[src/shared/imc_regs.svh]
// Register indices, field positions, reset values and timing counts
// for the byte-oriented I2C master. Include by bare name; no logic.
`ifndef IMC_REGS_SVH
`define IMC_REGS_SVH

// ------------------------------------------------------------------
// Register indices (byte address is four times the index)
// ------------------------------------------------------------------
`define IMC_CTRL_IDX 8'hE1
`define IMC_DATA_IDX 8'hE2
`define IMC_ISTAT_IDX 8'hE3
`define IMC_IMASK_IDX 8'hE4

// ------------------------------------------------------------------
// Control and status fields
// ------------------------------------------------------------------
`define IMC_F_EN 7
`define IMC_F_ACKO 6
`define IMC_F_DONE 5
`define IMC_F_ACKI 4
`define IMC_F_START 3
`define IMC_F_STOP 2
`define IMC_F_DIV_HI 1
`define IMC_F_DIV_LO 0
`define IMC_F_IRQ 0
`define IMC_CTRL_RST 8'h04
`define IMC_DATA_RST 8'h00

// ------------------------------------------------------------------
// SCL divider ratios and phases per SCL period
// ------------------------------------------------------------------
`define IMC_SCL_DIV_00 256'd4
`define IMC_SCL_DIV_01 256'd16
`define IMC_SCL_DIV_10 256'd64
`define IMC_SCL_DIV_11 256'd256
`define IMC_SCL_PHASES 256'd4
`define IMC_BIT_LAST 3'h7

`endif

[src/shared/imc_pkg.sv]
// Types shared by the I2C master modules.
// Assumes nothing of its surroundings.
package imc_pkg;

  // ----------------------------------------------------------------
  // Engine states
  // ----------------------------------------------------------------
  typedef enum logic [2:0] {
    st_idle,
    st_start,
    st_bit,
    st_ack,
    st_wait,
    st_stop
  } imc_state_t;

endpackage

[src/shared/imc_tick_if.sv]
// Link between the byte engine and its SCL phase divider.
// Assumes both ends run on core_clk.
`timescale 1ns/1ns
interface imc_tick_if;
  logic [1:0] sel;
  logic run;
  logic tick;

  modport gen (input sel, input run, output tick);
  modport eng (output sel, output run, input tick);
endinterface

[src/rtl/imc_sync2.sv]
// Two-flop synchroniser for pin inputs, one stage pair per bit.
// Assumes inputs are asynchronous to core_clk.
`timescale 1ns/1ns
module imc_sync2 #(
  parameter int W = 1
) (
  input wire logic core_clk,
  input wire logic rst,
  input wire logic [W-1:0] async_i,
  output logic [W-1:0] sync_o
);

  // --------------------------------------------------------------
  // Per-bit double flop
  // --------------------------------------------------------------
  genvar g;
  generate
    for (g = 0; g < W; g++) begin : g_bit
      logic meta_q;
      logic stab_q;
      // First stage feeds only the second
      always_ff @(posedge core_clk) begin
        if (rst) begin
          meta_q <= 1'b1;
          stab_q <= 1'b1;
        end else begin
          meta_q <= async_i[g];
          stab_q <= meta_q;
        end
      end
      assign sync_o[g] = stab_q;
    end
  endgenerate

endmodule // imc_sync2

[src/rtl/imc_scl_gen.sv]
// Quarter-period tick generator for SCL.
// Assumes the engine holds run low while the bus is idle.
`timescale 1ns/1ns
`include "imc_regs.svh"
module imc_scl_gen (
  input wire logic core_clk,
  input wire logic rst,
  imc_tick_if.gen tk
);

  localparam logic [7:0] Q00 = 8'(`IMC_SCL_DIV_00 / `IMC_SCL_PHASES);
  localparam logic [7:0] Q01 = 8'(`IMC_SCL_DIV_01 / `IMC_SCL_PHASES);
  localparam logic [7:0] Q10 = 8'(`IMC_SCL_DIV_10 / `IMC_SCL_PHASES);
  localparam logic [7:0] Q11 = 8'(`IMC_SCL_DIV_11 / `IMC_SCL_PHASES);

  logic [7:0] cnt_q;
  logic [7:0] lim;

  // Cycles per quarter SCL period
  always_comb begin
    case (tk.sel)
      2'h0: lim = Q00;
      2'h1: lim = Q01;
      2'h2: lim = Q10;
      default: lim = Q11;
    endcase
  end

  assign tk.tick = tk.run && (cnt_q == lim - 8'h01);

  // Phase counter, held at zero when idle
  always_ff @(posedge core_clk) begin
    if (rst || !tk.run || tk.tick) begin
      cnt_q <= 8'h00;
    end else begin
      cnt_q <= cnt_q + 8'h01;
    end
  end
endmodule // imc_scl_gen

[src/rtl/imc_top.sv]
// Byte-oriented I2C master with an AHB-Lite register slave.
// Assumes one AHB master issuing single word transfers, and an
// open-drain SCL/SDA bus whose wire level is resolved outside.
//
// Register access over AHB-Lite was decided locally.
`timescale 1ns/1ns
`include "imc_regs.svh"
module imc_top (
  input wire logic core_clk,
  input wire logic rst,
  input wire logic hsel,
  input wire logic [31:0] haddr,
  input wire logic [1:0] htrans,
  input wire logic hwrite,
  input wire logic [2:0] hsize,
  input wire logic [31:0] hwdata,
  input wire logic hready,
  output logic hreadyout,
  output logic hresp,
  output logic [31:0] hrdata,
  output logic irq,
  output logic scl_o,
  output logic scl_oe,
  input wire logic sda_i,
  output logic sda_o,
  output logic sda_oe
);

  // ----------------------------------------------------------------
  // Declarations
  // ----------------------------------------------------------------
  localparam logic [31:0] A_CTRL = {22'h0, `IMC_CTRL_IDX, 2'h0};
  localparam logic [31:0] A_DATA = {22'h0, `IMC_DATA_IDX, 2'h0};
  localparam logic [31:0] A_ISTAT = {22'h0, `IMC_ISTAT_IDX, 2'h0};
  localparam logic [31:0] A_IMASK = {22'h0, `IMC_IMASK_IDX, 2'h0};
  localparam logic [7:0] CTRL_RST = `IMC_CTRL_RST;

  imc_pkg::imc_state_t st_q;
  logic [1:0] ph_q;
  logic [2:0] cnt_q;
  logic [7:0] sh_q;
  logic rx_q;
  logic dir_q;
  logic scl_low_q;
  logic sda_low_q;

  logic en_q;
  logic acko_q;
  logic done_q;
  logic acki_q;
  logic start_q;
  logic stop_q;
  logic [1:0] div_q;
  logic [7:0] data_q;
  logic istat_q;
  logic imask_q;
  logic irq_q;

  logic wr_pend_q;
  logic rd_pend_q;
  logic [31:0] wr_addr_q;
  logic [31:0] rd_addr_q;
  logic [31:0] hrdata_q;
  logic [31:0] rd_mux;

  logic take;
  logic ctrl_wr;
  logic data_wr;
  logic istat_wr;
  logic imask_wr;
  logic data_rd;
  logic byte_end;
  logic sda_s;

  imc_tick_if tk ();

  // ----------------------------------------------------------------
  // Submodules
  // ----------------------------------------------------------------
  // Pin input resynchronisation
  imc_sync2 #(.W(1)) u_sync (
    .core_clk(core_clk),
    .rst(rst),
    .async_i(sda_i),
    .sync_o(sda_s)
  );

  // SCL quarter-period ticks
  imc_scl_gen u_gen (
    .core_clk(core_clk),
    .rst(rst),
    .tk(tk.gen)
  );

  assign tk.sel = div_q;
  assign tk.run = (st_q != imc_pkg::st_idle);

  // ----------------------------------------------------------------
  // AHB-Lite slave
  // ----------------------------------------------------------------
  // Reads take one wait state so hrdata comes from a flop
  assign take = hsel && hready && htrans[1];
  assign hreadyout = !rd_pend_q;
  assign hresp = 1'b0;
  assign hrdata = hrdata_q;

  // Address phase capture
  always_ff @(posedge core_clk) begin
    if (rst) begin
      wr_pend_q <= 1'b0;
      rd_pend_q <= 1'b0;
      wr_addr_q <= 32'h0000_0000;
      rd_addr_q <= 32'h0000_0000;
    end else begin
      wr_pend_q <= take && hwrite;
      rd_pend_q <= take && !hwrite;
      if (take) begin
        wr_addr_q <= haddr;
        rd_addr_q <= haddr;
      end
    end
  end

  // Data phase strobes
  assign ctrl_wr = wr_pend_q && (wr_addr_q == A_CTRL);
  assign data_wr = wr_pend_q && (wr_addr_q == A_DATA);
  assign istat_wr = wr_pend_q && (wr_addr_q == A_ISTAT);
  assign imask_wr = wr_pend_q && (wr_addr_q == A_IMASK);
  assign data_rd = rd_pend_q && (rd_addr_q == A_DATA);

  // Read decode, unmapped reads as zero
  always_comb begin
    rd_mux = 32'h0000_0000;
    if (rd_addr_q == A_CTRL) begin
      rd_mux[7:0] = {en_q, acko_q, done_q, acki_q,
                     start_q, stop_q, div_q};
    end else if (rd_addr_q == A_DATA) begin
      rd_mux[7:0] = data_q;
    end else if (rd_addr_q == A_ISTAT) begin
      rd_mux[`IMC_F_IRQ] = istat_q;
    end else if (rd_addr_q == A_IMASK) begin
      rd_mux[`IMC_F_IRQ] = imask_q;
    end
  end

  // Read data register
  always_ff @(posedge core_clk) begin
    if (rst) begin
      hrdata_q <= 32'h0000_0000;
    end else if (rd_pend_q) begin
      hrdata_q <= rd_mux;
    end
  end

  // ----------------------------------------------------------------
  // Control and data registers
  // ----------------------------------------------------------------
  // Software-owned control fields
  always_ff @(posedge core_clk) begin
    if (rst) begin
      en_q <= CTRL_RST[`IMC_F_EN];
      acko_q <= CTRL_RST[`IMC_F_ACKO];
      start_q <= CTRL_RST[`IMC_F_START];
      stop_q <= CTRL_RST[`IMC_F_STOP];
      div_q <= CTRL_RST[`IMC_F_DIV_HI:`IMC_F_DIV_LO];
    end else if (ctrl_wr) begin
      en_q <= hwdata[`IMC_F_EN];
      acko_q <= hwdata[`IMC_F_ACKO];
      start_q <= hwdata[`IMC_F_START];
      stop_q <= hwdata[`IMC_F_STOP];
      div_q <= hwdata[`IMC_F_DIV_HI:`IMC_F_DIV_LO];
    end
  end

  // Byte done flag, set wins over a clear
  always_ff @(posedge core_clk) begin
    if (rst) begin
      done_q <= 1'b0;
    end else if (byte_end) begin
      done_q <= 1'b1;
    end else if (ctrl_wr && !hwdata[`IMC_F_DONE]) begin
      done_q <= 1'b0;
    end
  end

  // Shift data register: software byte or received byte
  always_ff @(posedge core_clk) begin
    if (rst) begin
      data_q <= `IMC_DATA_RST;
    end else if (data_wr) begin
      data_q <= hwdata[7:0];
    end else if (byte_end && rx_q) begin
      data_q <= sh_q;
    end
  end

  // ----------------------------------------------------------------
  // Interrupt status, mask and output
  // ----------------------------------------------------------------
  // Sticky status, write one to clear, set wins
  always_ff @(posedge core_clk) begin
    if (rst) begin
      istat_q <= 1'b0;
      imask_q <= 1'b0;
      irq_q <= 1'b0;
    end else begin
      if (byte_end) begin
        istat_q <= 1'b1;
      end else if (istat_wr && hwdata[`IMC_F_IRQ]) begin
        istat_q <= 1'b0;
      end
      if (imask_wr) begin
        imask_q <= hwdata[`IMC_F_IRQ];
      end
      irq_q <= istat_q && imask_q;
    end
  end

  assign irq = irq_q;

  // ----------------------------------------------------------------
  // Byte engine
  // ----------------------------------------------------------------
  assign byte_end = en_q && (st_q == imc_pkg::st_ack) && tk.tick &&
                    (ph_q == 2'h3);

  // Open-drain pins: only ever pull low
  assign scl_o = 1'b0;
  assign sda_o = 1'b0;
  assign scl_oe = scl_low_q;
  assign sda_oe = sda_low_q;

  // Sequencer over START, bits, ack, wait and STOP
  always_ff @(posedge core_clk) begin
    if (rst) begin
      st_q <= imc_pkg::st_idle;
      ph_q <= 2'h0;
      cnt_q <= 3'h0;
      sh_q <= 8'h00;
      rx_q <= 1'b0;
      dir_q <= 1'b0;
      scl_low_q <= 1'b0;
      sda_low_q <= 1'b0;
      acki_q <= 1'b0;
    end else if (!en_q) begin
      st_q <= imc_pkg::st_idle;
      ph_q <= 2'h0;
      scl_low_q <= 1'b0;
      sda_low_q <= 1'b0;
    end else begin
      case (st_q)
        imc_pkg::st_idle: begin
          ph_q <= 2'h0;
          scl_low_q <= 1'b0;
          sda_low_q <= 1'b0;
          if (start_q && !stop_q) begin
            st_q <= imc_pkg::st_start;
          end
        end
        imc_pkg::st_start: begin
          if (tk.tick) begin
            ph_q <= ph_q + 2'h1;
            if (ph_q == 2'h1) begin
              sda_low_q <= 1'b1;
            end else if (ph_q == 2'h2) begin
              scl_low_q <= 1'b1;
            end else if (ph_q == 2'h3) begin
              st_q <= imc_pkg::st_bit;
              sh_q <= data_q;
              dir_q <= data_q[0];
              rx_q <= 1'b0;
              cnt_q <= `IMC_BIT_LAST;
            end
          end
        end
        imc_pkg::st_bit: begin
          if (tk.tick) begin
            ph_q <= ph_q + 2'h1;
            if (ph_q == 2'h0) begin
              sda_low_q <= !rx_q && !sh_q[7];
            end else if (ph_q == 2'h1) begin
              scl_low_q <= 1'b0;
            end else if (ph_q == 2'h2) begin
              if (rx_q) begin
                sh_q <= {sh_q[6:0], sda_s};
              end
            end else begin
              scl_low_q <= 1'b1;
              if (!rx_q) begin
                sh_q <= {sh_q[6:0], 1'b0};
              end
              if (cnt_q == 3'h0) begin
                st_q <= imc_pkg::st_ack;
              end else begin
                cnt_q <= cnt_q - 3'h1;
              end
            end
          end
        end
        imc_pkg::st_ack: begin
          if (tk.tick) begin
            ph_q <= ph_q + 2'h1;
            if (ph_q == 2'h0) begin
              sda_low_q <= rx_q && !acko_q;
            end else if (ph_q == 2'h1) begin
              scl_low_q <= 1'b0;
            end else if (ph_q == 2'h2) begin
              if (!rx_q) begin
                acki_q <= sda_s;
              end
            end else begin
              scl_low_q <= 1'b1;
              st_q <= imc_pkg::st_wait;
            end
          end
        end
        imc_pkg::st_wait: begin
          ph_q <= 2'h0;
          sda_low_q <= 1'b0;
          cnt_q <= `IMC_BIT_LAST;
          if (stop_q && !start_q) begin
            st_q <= imc_pkg::st_stop;
          end else if (start_q && data_wr && !dir_q) begin
            st_q <= imc_pkg::st_bit;
            sh_q <= hwdata[7:0];
            rx_q <= 1'b0;
          end else if (start_q && data_rd && dir_q) begin
            st_q <= imc_pkg::st_bit;
            rx_q <= 1'b1;
          end
        end
        imc_pkg::st_stop: begin
          if (tk.tick) begin
            ph_q <= ph_q + 2'h1;
            if (ph_q == 2'h0) begin
              sda_low_q <= 1'b1;
            end else if (ph_q == 2'h1) begin
              scl_low_q <= 1'b0;
            end else if (ph_q == 2'h2) begin
              sda_low_q <= 1'b0;
            end else begin
              st_q <= imc_pkg::st_idle;
            end
          end
        end
        default: begin
          st_q <= imc_pkg::st_idle;
        end
      endcase
    end
  end
endmodule // imc_top

[config.mk]
export PLATFORM = sky130hd
export DESIGN_NAME = imc_top
export DESIGN_NICKNAME = d
export VERILOG_FILES = /design/src/shared/imc_pkg.sv /design/src/shared/imc_tick_if.sv /design/src/rtl/imc_sync2.sv /design/src/rtl/imc_scl_gen.sv /design/src/rtl/imc_top.sv
export VERILOG_INCLUDE_DIRS = /design/src /design/src/shared
export SDC_FILE = /design/constraint.sdc
export NUM_CORES = 1
export LEC_CHECK = 0
export ABC_AREA = 1
export BUFFER_PORTS_ARGS = -buffer_cell sky130_fd_sc_hd__clkbuf_2
export CELL_PAD_IN_SITES_DETAIL_PLACEMENT = 1
export CELL_PAD_IN_SITES_GLOBAL_PLACEMENT = 1
export CORE_MARGIN = 1
export CORE_UTILIZATION = 38
export CTS_CLUSTER_DIAMETER = 30
export CTS_CLUSTER_SIZE = 30
export DETAILED_ROUTE_END_ITERATION = 12
export PLACE_DENSITY_LB_ADDON = 0.12
export SKIP_LAST_GASP = 1
export SYNTH_ARGS = -nofsm -noshare
export SYNTH_HDL_FRONTEND = slang
export SYNTH_HIERARCHICAL = 1
export SYNTH_SLANG_ARGS = --single-unit
[constraint.sdc]
create_clock -name core_clk -period 3.4 [get_ports core_clk]
set_input_delay 0.17 -clock core_clk [delete_from_list [all_inputs] [get_ports core_clk]]
set_output_delay 0.17 -clock core_clk [all_outputs]
set_load 0.005 [all_outputs]
==> run_summary.xml <==
<?xml version="1.0" encoding="UTF-8"?>
<metrics>
  <group name="power_and_ir_drop">
    <metric name="power_frac_seq" unit="%">47.4</metric>
    <metric name="power.ir.vdd_worst" unit="mV">0.1920</metric>
    <metric name="cellPowerDensity" unit="nW/um2">428.8</metric>
    <metric name="leakage" unit="nW">2.275</metric>
    <metric name="p_int" unit="mW">1.782</metric>
    <metric name="net_switching_component_of_the_power" unit="uW">542.0</metric>
    <metric name="p_comb_share" unit="%">5.8</metric>
    <metric name="sw_frac_of_total" unit="%">23.32</metric>
    <metric name="power_frac_clock" unit="%">46.8</metric>
  </group>
  <group name="placed_design">
    <metric name="placedInstanceArea" unit="um2">5084</metric>
    <metric name="placement.setup.worst_slack" unit="ns">0.6979</metric>
    <metric name="dpl.hpwl" unit="um">9315</metric>
    <metric name="gpl_congestion" unit="">0.8361</metric>
    <metric name="io_buffers" unit="">58</metric>
  </group>
  <group name="detailed_routing">
    <metric name="detail_route.first_pass.iterations" unit="">4</metric>
    <metric name="vias" unit="">4314</metric>
    <metric name="wire_per_inst" unit="um">14.38</metric>
    <metric name="wirelength" unit="um">12670</metric>
    <metric name="detail_route.drc_violations" unit="">0</metric>
    <metric name="antenna_violating_nets_left" unit="">0</metric>
    <metric name="first_iter_violations" unit="">175</metric>
    <metric name="detail_route.vias_per_cell" unit="">4.897</metric>
  </group>
  <group name="outcome">
    <metric name="outcome" unit="">complete, no violations</metric>
  </group>
  <group name="cts">
    <metric name="post_cts_resize_count" unit="">0</metric>
    <metric name="clkLatencyLatePin" unit="ns">0.35</metric>
    <metric name="clockBufferDepth" unit="">2</metric>
    <metric name="htreeDepth" unit="">3</metric>
    <metric name="cts_tree" unit="">built</metric>
    <metric name="clk_pin_slew_worst_paths" unit="ns">0.07</metric>
    <metric name="cts_inserted_buffers" unit="">9</metric>
    <metric name="total_number_of_clock_tree_sinks" unit="">91</metric>
    <metric name="cts.repair_timing.setup_buffer_count" unit="">0</metric>
    <metric name="cts_root_buf" unit="">sky130_fd_sc_hd__clkbuf_16</metric>
  </group>
  <group name="layout">
    <metric name="fill_cells" unit="">1576</metric>
    <metric name="layout_commonest_cell" unit="">sky130_fd_sc_hd__inv_1</metric>
    <metric name="drive_gt1_share" unit="%">18.65</metric>
    <metric name="layout_nets" unit="">792</metric>
    <metric name="n_antenna_cell" unit="">0</metric>
    <metric name="layout_common_cells" unit="">93 x sky130_fd_sc_hd__inv_1, 91 x sky130_fd_sc_hd__dfxtp_1, 78 x sky130_fd_sc_hd__nand2_1, 78 x sky130_fd_sc_hd__a21oi_1, 73 x sky130_fd_sc_hd__o21ai_0</metric>
    <metric name="synthToLayoutAreaGrowth" unit="%">14.30</metric>
    <metric name="post-route-cell-area" unit="um2">5420</metric>
  </group>
  <group name="worst_setup_path">
    <metric name="critical_path.slowest_cell" unit="">sky130_fd_sc_hd__dfxtp_1</metric>
    <metric name="crit_type" unit="">reg2reg</metric>
    <metric name="crit_cells" unit="">17</metric>
    <metric name="timing.critical_path.slowest_cell_delay" unit="ns">0.37</metric>
    <metric name="arrival" unit="ns">2.98</metric>
    <metric name="critical_path_fanout_max" unit="">8</metric>
    <metric name="crit_path_end_kind" unit="">flip-flop</metric>
    <metric name="timing.critical_path.buf_inv" unit="">4</metric>
    <metric name="worstPathCellList" unit="">nor2_1 &gt; inv_1 &gt; ha_1 &gt; nand2_1 &gt; inv_1 &gt; nor2_1 &gt; nand2_1 &gt; nor2_2 &gt; nand2_2 &gt; inv_1 &gt; inv_1 &gt; o32ai_1 &gt; nand3_1 &gt; nor2_2 &gt; nand2_1 &gt; nand2_1 &gt; a21oi_1</metric>
    <metric name="kind_of_cell_adding_the_most_delay_to_the_critical_path" unit="">simple AND/OR/NAND/NOR gates</metric>
    <metric name="reg2reg_depth" unit="">17</metric>
    <metric name="worstPathRequired" unit="ns">3.64</metric>
    <metric name="kind_of_start_point_of_the_critical_path" unit="">flip-flop</metric>
  </group>
  <group name="timing">
    <metric name="worst-slew-pin-transition" unit="ns">1.004</metric>
    <metric name="timing.final.crit_share" unit="%">80.69</metric>
    <metric name="final_max_slew_viol_count" unit="">0</metric>
    <metric name="final-hold-violation-count" unit="">0</metric>
    <metric name="grt_setup_unrepaired" unit="">false</metric>
    <metric name="clock-skew-final" unit="ns">0.007303</metric>
    <metric name="fmaxAchievable" unit="MHz">364.5</metric>
    <metric name="finalSetupViolations" unit="">0</metric>
    <metric name="normalized_max_slew_margin" unit="%">32.97</metric>
    <metric name="finalWorstSetupSlack" unit="ns">0.6567</metric>
    <metric name="period_minus_slack" unit="ns">2.743</metric>
    <metric name="final.hold.worst_slack" unit="ns">0.06139</metric>
    <metric name="setup-tns-final" unit="ns">0</metric>
  </group>
  <group name="global_routing">
    <metric name="grt_first_pass_wirelength" unit="um">21510</metric>
    <metric name="pin_count_of_the_biggest_net_entering_global_routing" unit="">64</metric>
    <metric name="first_global_vias" unit="">4437</metric>
    <metric name="number_of_antenna_violations_at_the_first_check_in_global_routing" unit="">0</metric>
    <metric name="grt_use_total" unit="%">21.16</metric>
    <metric name="gr-total-overflow" unit="">0</metric>
  </group>
  <group name="synth">
    <metric name="netlist-cell-type-count" unit="">43</metric>
    <metric name="cells_after_synthesis" unit="">656</metric>
    <metric name="synth_edf_count" unit="">0</metric>
    <metric name="yosysWarningCount" unit="">6</metric>
    <metric name="synth_top_area_share" unit="%">38.42</metric>
    <metric name="synth.top_cells.by_area" unit="">sky130_fd_sc_hd__dfxtp_1 38%, sky130_fd_sc_hd__a21oi_1 8.2%, sky130_fd_sc_hd__o21ai_0 7.7%, sky130_fd_sc_hd__inv_1 7.4%, sky130_fd_sc_hd__nand2_1 6.2%</metric>
    <metric name="postSynthRegisterBits" unit="">91</metric>
    <metric name="ys_async_sr_fraction" unit="%">0</metric>
    <metric name="synthDominantAreaCellType" unit="">sky130_fd_sc_hd__dfxtp_1</metric>
    <metric name="dominantRegCellSynth" unit="">sky130_fd_sc_hd__dfxtp_1</metric>
    <metric name="ys_seq_area_share" unit="%">38.42</metric>
    <metric name="syn_area_per_cell" unit="um2">7.229</metric>
    <metric name="syn-cell-area" unit="um2">4742</metric>
  </group>
  <group name="floorplanning">
    <metric name="die_area" unit="um2">12930</metric>
    <metric name="die_width" unit="um">113.7</metric>
    <metric name="start_util" unit="%">39.15</metric>
    <metric name="num_io_pins" unit="">114</metric>
    <metric name="core" unit="um2">12110</metric>
    <metric name="chipHeight" unit="um">113.7</metric>
    <metric name="placement_rows" unit="">40</metric>
  </group>
  <group name="hold_path">
    <metric name="whs_path_depth" unit="">3</metric>
    <metric name="min_path_type" unit="">in2reg</metric>
  </group>
  <group name="job">
    <metric name="drv_cap" unit="">0</metric>
  </group>
</metrics>
[state kept, by name, summed over array words and instances (netlist names), 2 cells and up]
name         flops
rd_addr_q       32
sh_q             8
st_q             3
ph_q             2
hrdata           8
data_q           8
cnt_q            3
div_q            2
u_gen/cnt_q      8
[synth_stat cells, types with 3 or more instances]
| cell type | count |
|---|---|
| sky130_fd_sc_hd__inv_1 | 93 |
| sky130_fd_sc_hd__dfxtp_1 | 91 |
| sky130_fd_sc_hd__a21oi_1 | 78 |
| sky130_fd_sc_hd__nand2_1 | 78 |
| sky130_fd_sc_hd__o21ai_0 | 73 |
| sky130_fd_sc_hd__nor2_1 | 55 |
| sky130_fd_sc_hd__buf_4 | 27 |
| sky130_fd_sc_hd__nand3_1 | 25 |
| sky130_fd_sc_hd__clkbuf_1 | 17 |
| sky130_fd_sc_hd__nor2_2 | 17 |
| sky130_fd_sc_hd__nand2_2 | 10 |
| sky130_fd_sc_hd__ha_1 | 9 |
| sky130_fd_sc_hd__nand4_1 | 8 |
| sky130_fd_sc_hd__o21ai_1 | 8 |
| sky130_fd_sc_hd__o221ai_1 | 8 |
| sky130_fd_sc_hd__nor3_1 | 7 |
| sky130_fd_sc_hd__inv_2 | 6 |
| sky130_fd_sc_hd__nor2_4 | 5 |
| sky130_fd_sc_hd__nand2_4 | 4 |
| sky130_fd_sc_hd__o21ai_2 | 4 |
| sky130_fd_sc_hd__xnor2_1 | 4 |
| sky130_fd_sc_hd__buf_2 | 3 |
[worst paths after layout]
kind,start,slack [ns],endpoint
max,div_q[1]$_SDFFE_PP0P_,0.66,st_q[0]$_SDFFE_PP0P_
min,hwdata[4],0.06,data_q[4]$_SDFFE_PP0P_
min reg2reg,u_sync/g_bit[0].meta_q$_SDFF_PP1_,0.43,u_sync/sync_o$_SDFF_PP1_
max reg2reg,div_q[1]$_SDFFE_PP0P_,0.66,st_q[0]$_SDFFE_PP0P_
[cell type report]
cell class / count / area [um2] / share of cell area (%)
multi-input cells: 442 / 2342 / 43.21
flip-flops and latches: 91 / 1822 / 33.61
inverters: 101 / 384.1 / 7.087
repair buffers: 63 / 345.3 / 6.371
clock buffers: 9 / 225.2 / 4.155
well taps: 168 / 210.2 / 3.878
clock inverters: 7 / 91.34 / 1.685
[metal layers]
| layer | vias to the layer above | wire length [um] | track usage (%) |
|---|---|---|---|
| li1 | 2187 | - | - |
| met1 | 2049 | 6035 | 26.49 |
| met2 | 60 | 6122 | 36.83 |
| met3 | 18 | 292 | 2.922 |
| met4 | 0 | 216 | 8.070 |
| met5 | - | 0 | 0 |
[cells by family after synthesis]
kind of cell    synth area share, %
flops                         38.42
buf+inv                       14.35
fa+ha+maj                     2.375
compound gates                20.79
other cells                 0.07908
xor+xnor                      1.108
simple gates                  22.88
[per-stage QoR]
| stage | cells | util, % | total power, mW |
|---|---|---|---|
| 6_report | 881 | 44.75 | 2.324 |
| 5_1_grt | 881 | 44.75 | 2.416 |
| 4_1_cts | 881 | 44.75 | 2.358 |
| 3_5_place_dp | 863 | 41.97 | 1.260 |
| 3_3_place_gp | 863 | 41.97 | 1.254 |
| 2_1_floorplan | 682 | - | 1.226 |
[worst register-to-register path, cell delays in order, from the launching register on]
cell,delay (ns)
sky130_fd_sc_hd__dfxtp_1,0.37
sky130_fd_sc_hd__nor2_1,0.20
sky130_fd_sc_hd__inv_1,0.07
sky130_fd_sc_hd__ha_1,0.32
sky130_fd_sc_hd__nand2_1,0.08
sky130_fd_sc_hd__inv_1,0.04
sky130_fd_sc_hd__nor2_1,0.08
sky130_fd_sc_hd__nand2_1,0.08
sky130_fd_sc_hd__nor2_2,0.10
sky130_fd_sc_hd__nand2_2,0.07
sky130_fd_sc_hd__inv_1,0.24
sky130_fd_sc_hd__inv_1,0.13
sky130_fd_sc_hd__o32ai_1,0.28
sky130_fd_sc_hd__nand3_1,0.15
sky130_fd_sc_hd__nor2_2,0.18
sky130_fd_sc_hd__nand2_1,0.11
sky130_fd_sc_hd__nand2_1,0.07
sky130_fd_sc_hd__a21oi_1,0.06
[repair_timing]
item                       CTS  global route
hold buffers                 2             0
setup endpoints to repair    0             0
hold endpoints to repair     2             0
[power by group through the flow]
| stage | Combinational, mW | Sequential [mW] | Clock (mW) |
|---|---|---|---|
| floorplan | 0.103 | 1.12 | 0 |
| finish | 0.135 | 1.10 | 1.09 |
| CTS | 0.137 | 1.10 | 1.12 |
| global route | 0.157 | 1.10 | 1.15 |
| global placement | 0.129 | 1.13 | 0 |
| detailed placement | 0.134 | 1.13 | 0 |
Note: power is estimated with default switching activity, not from simulation.
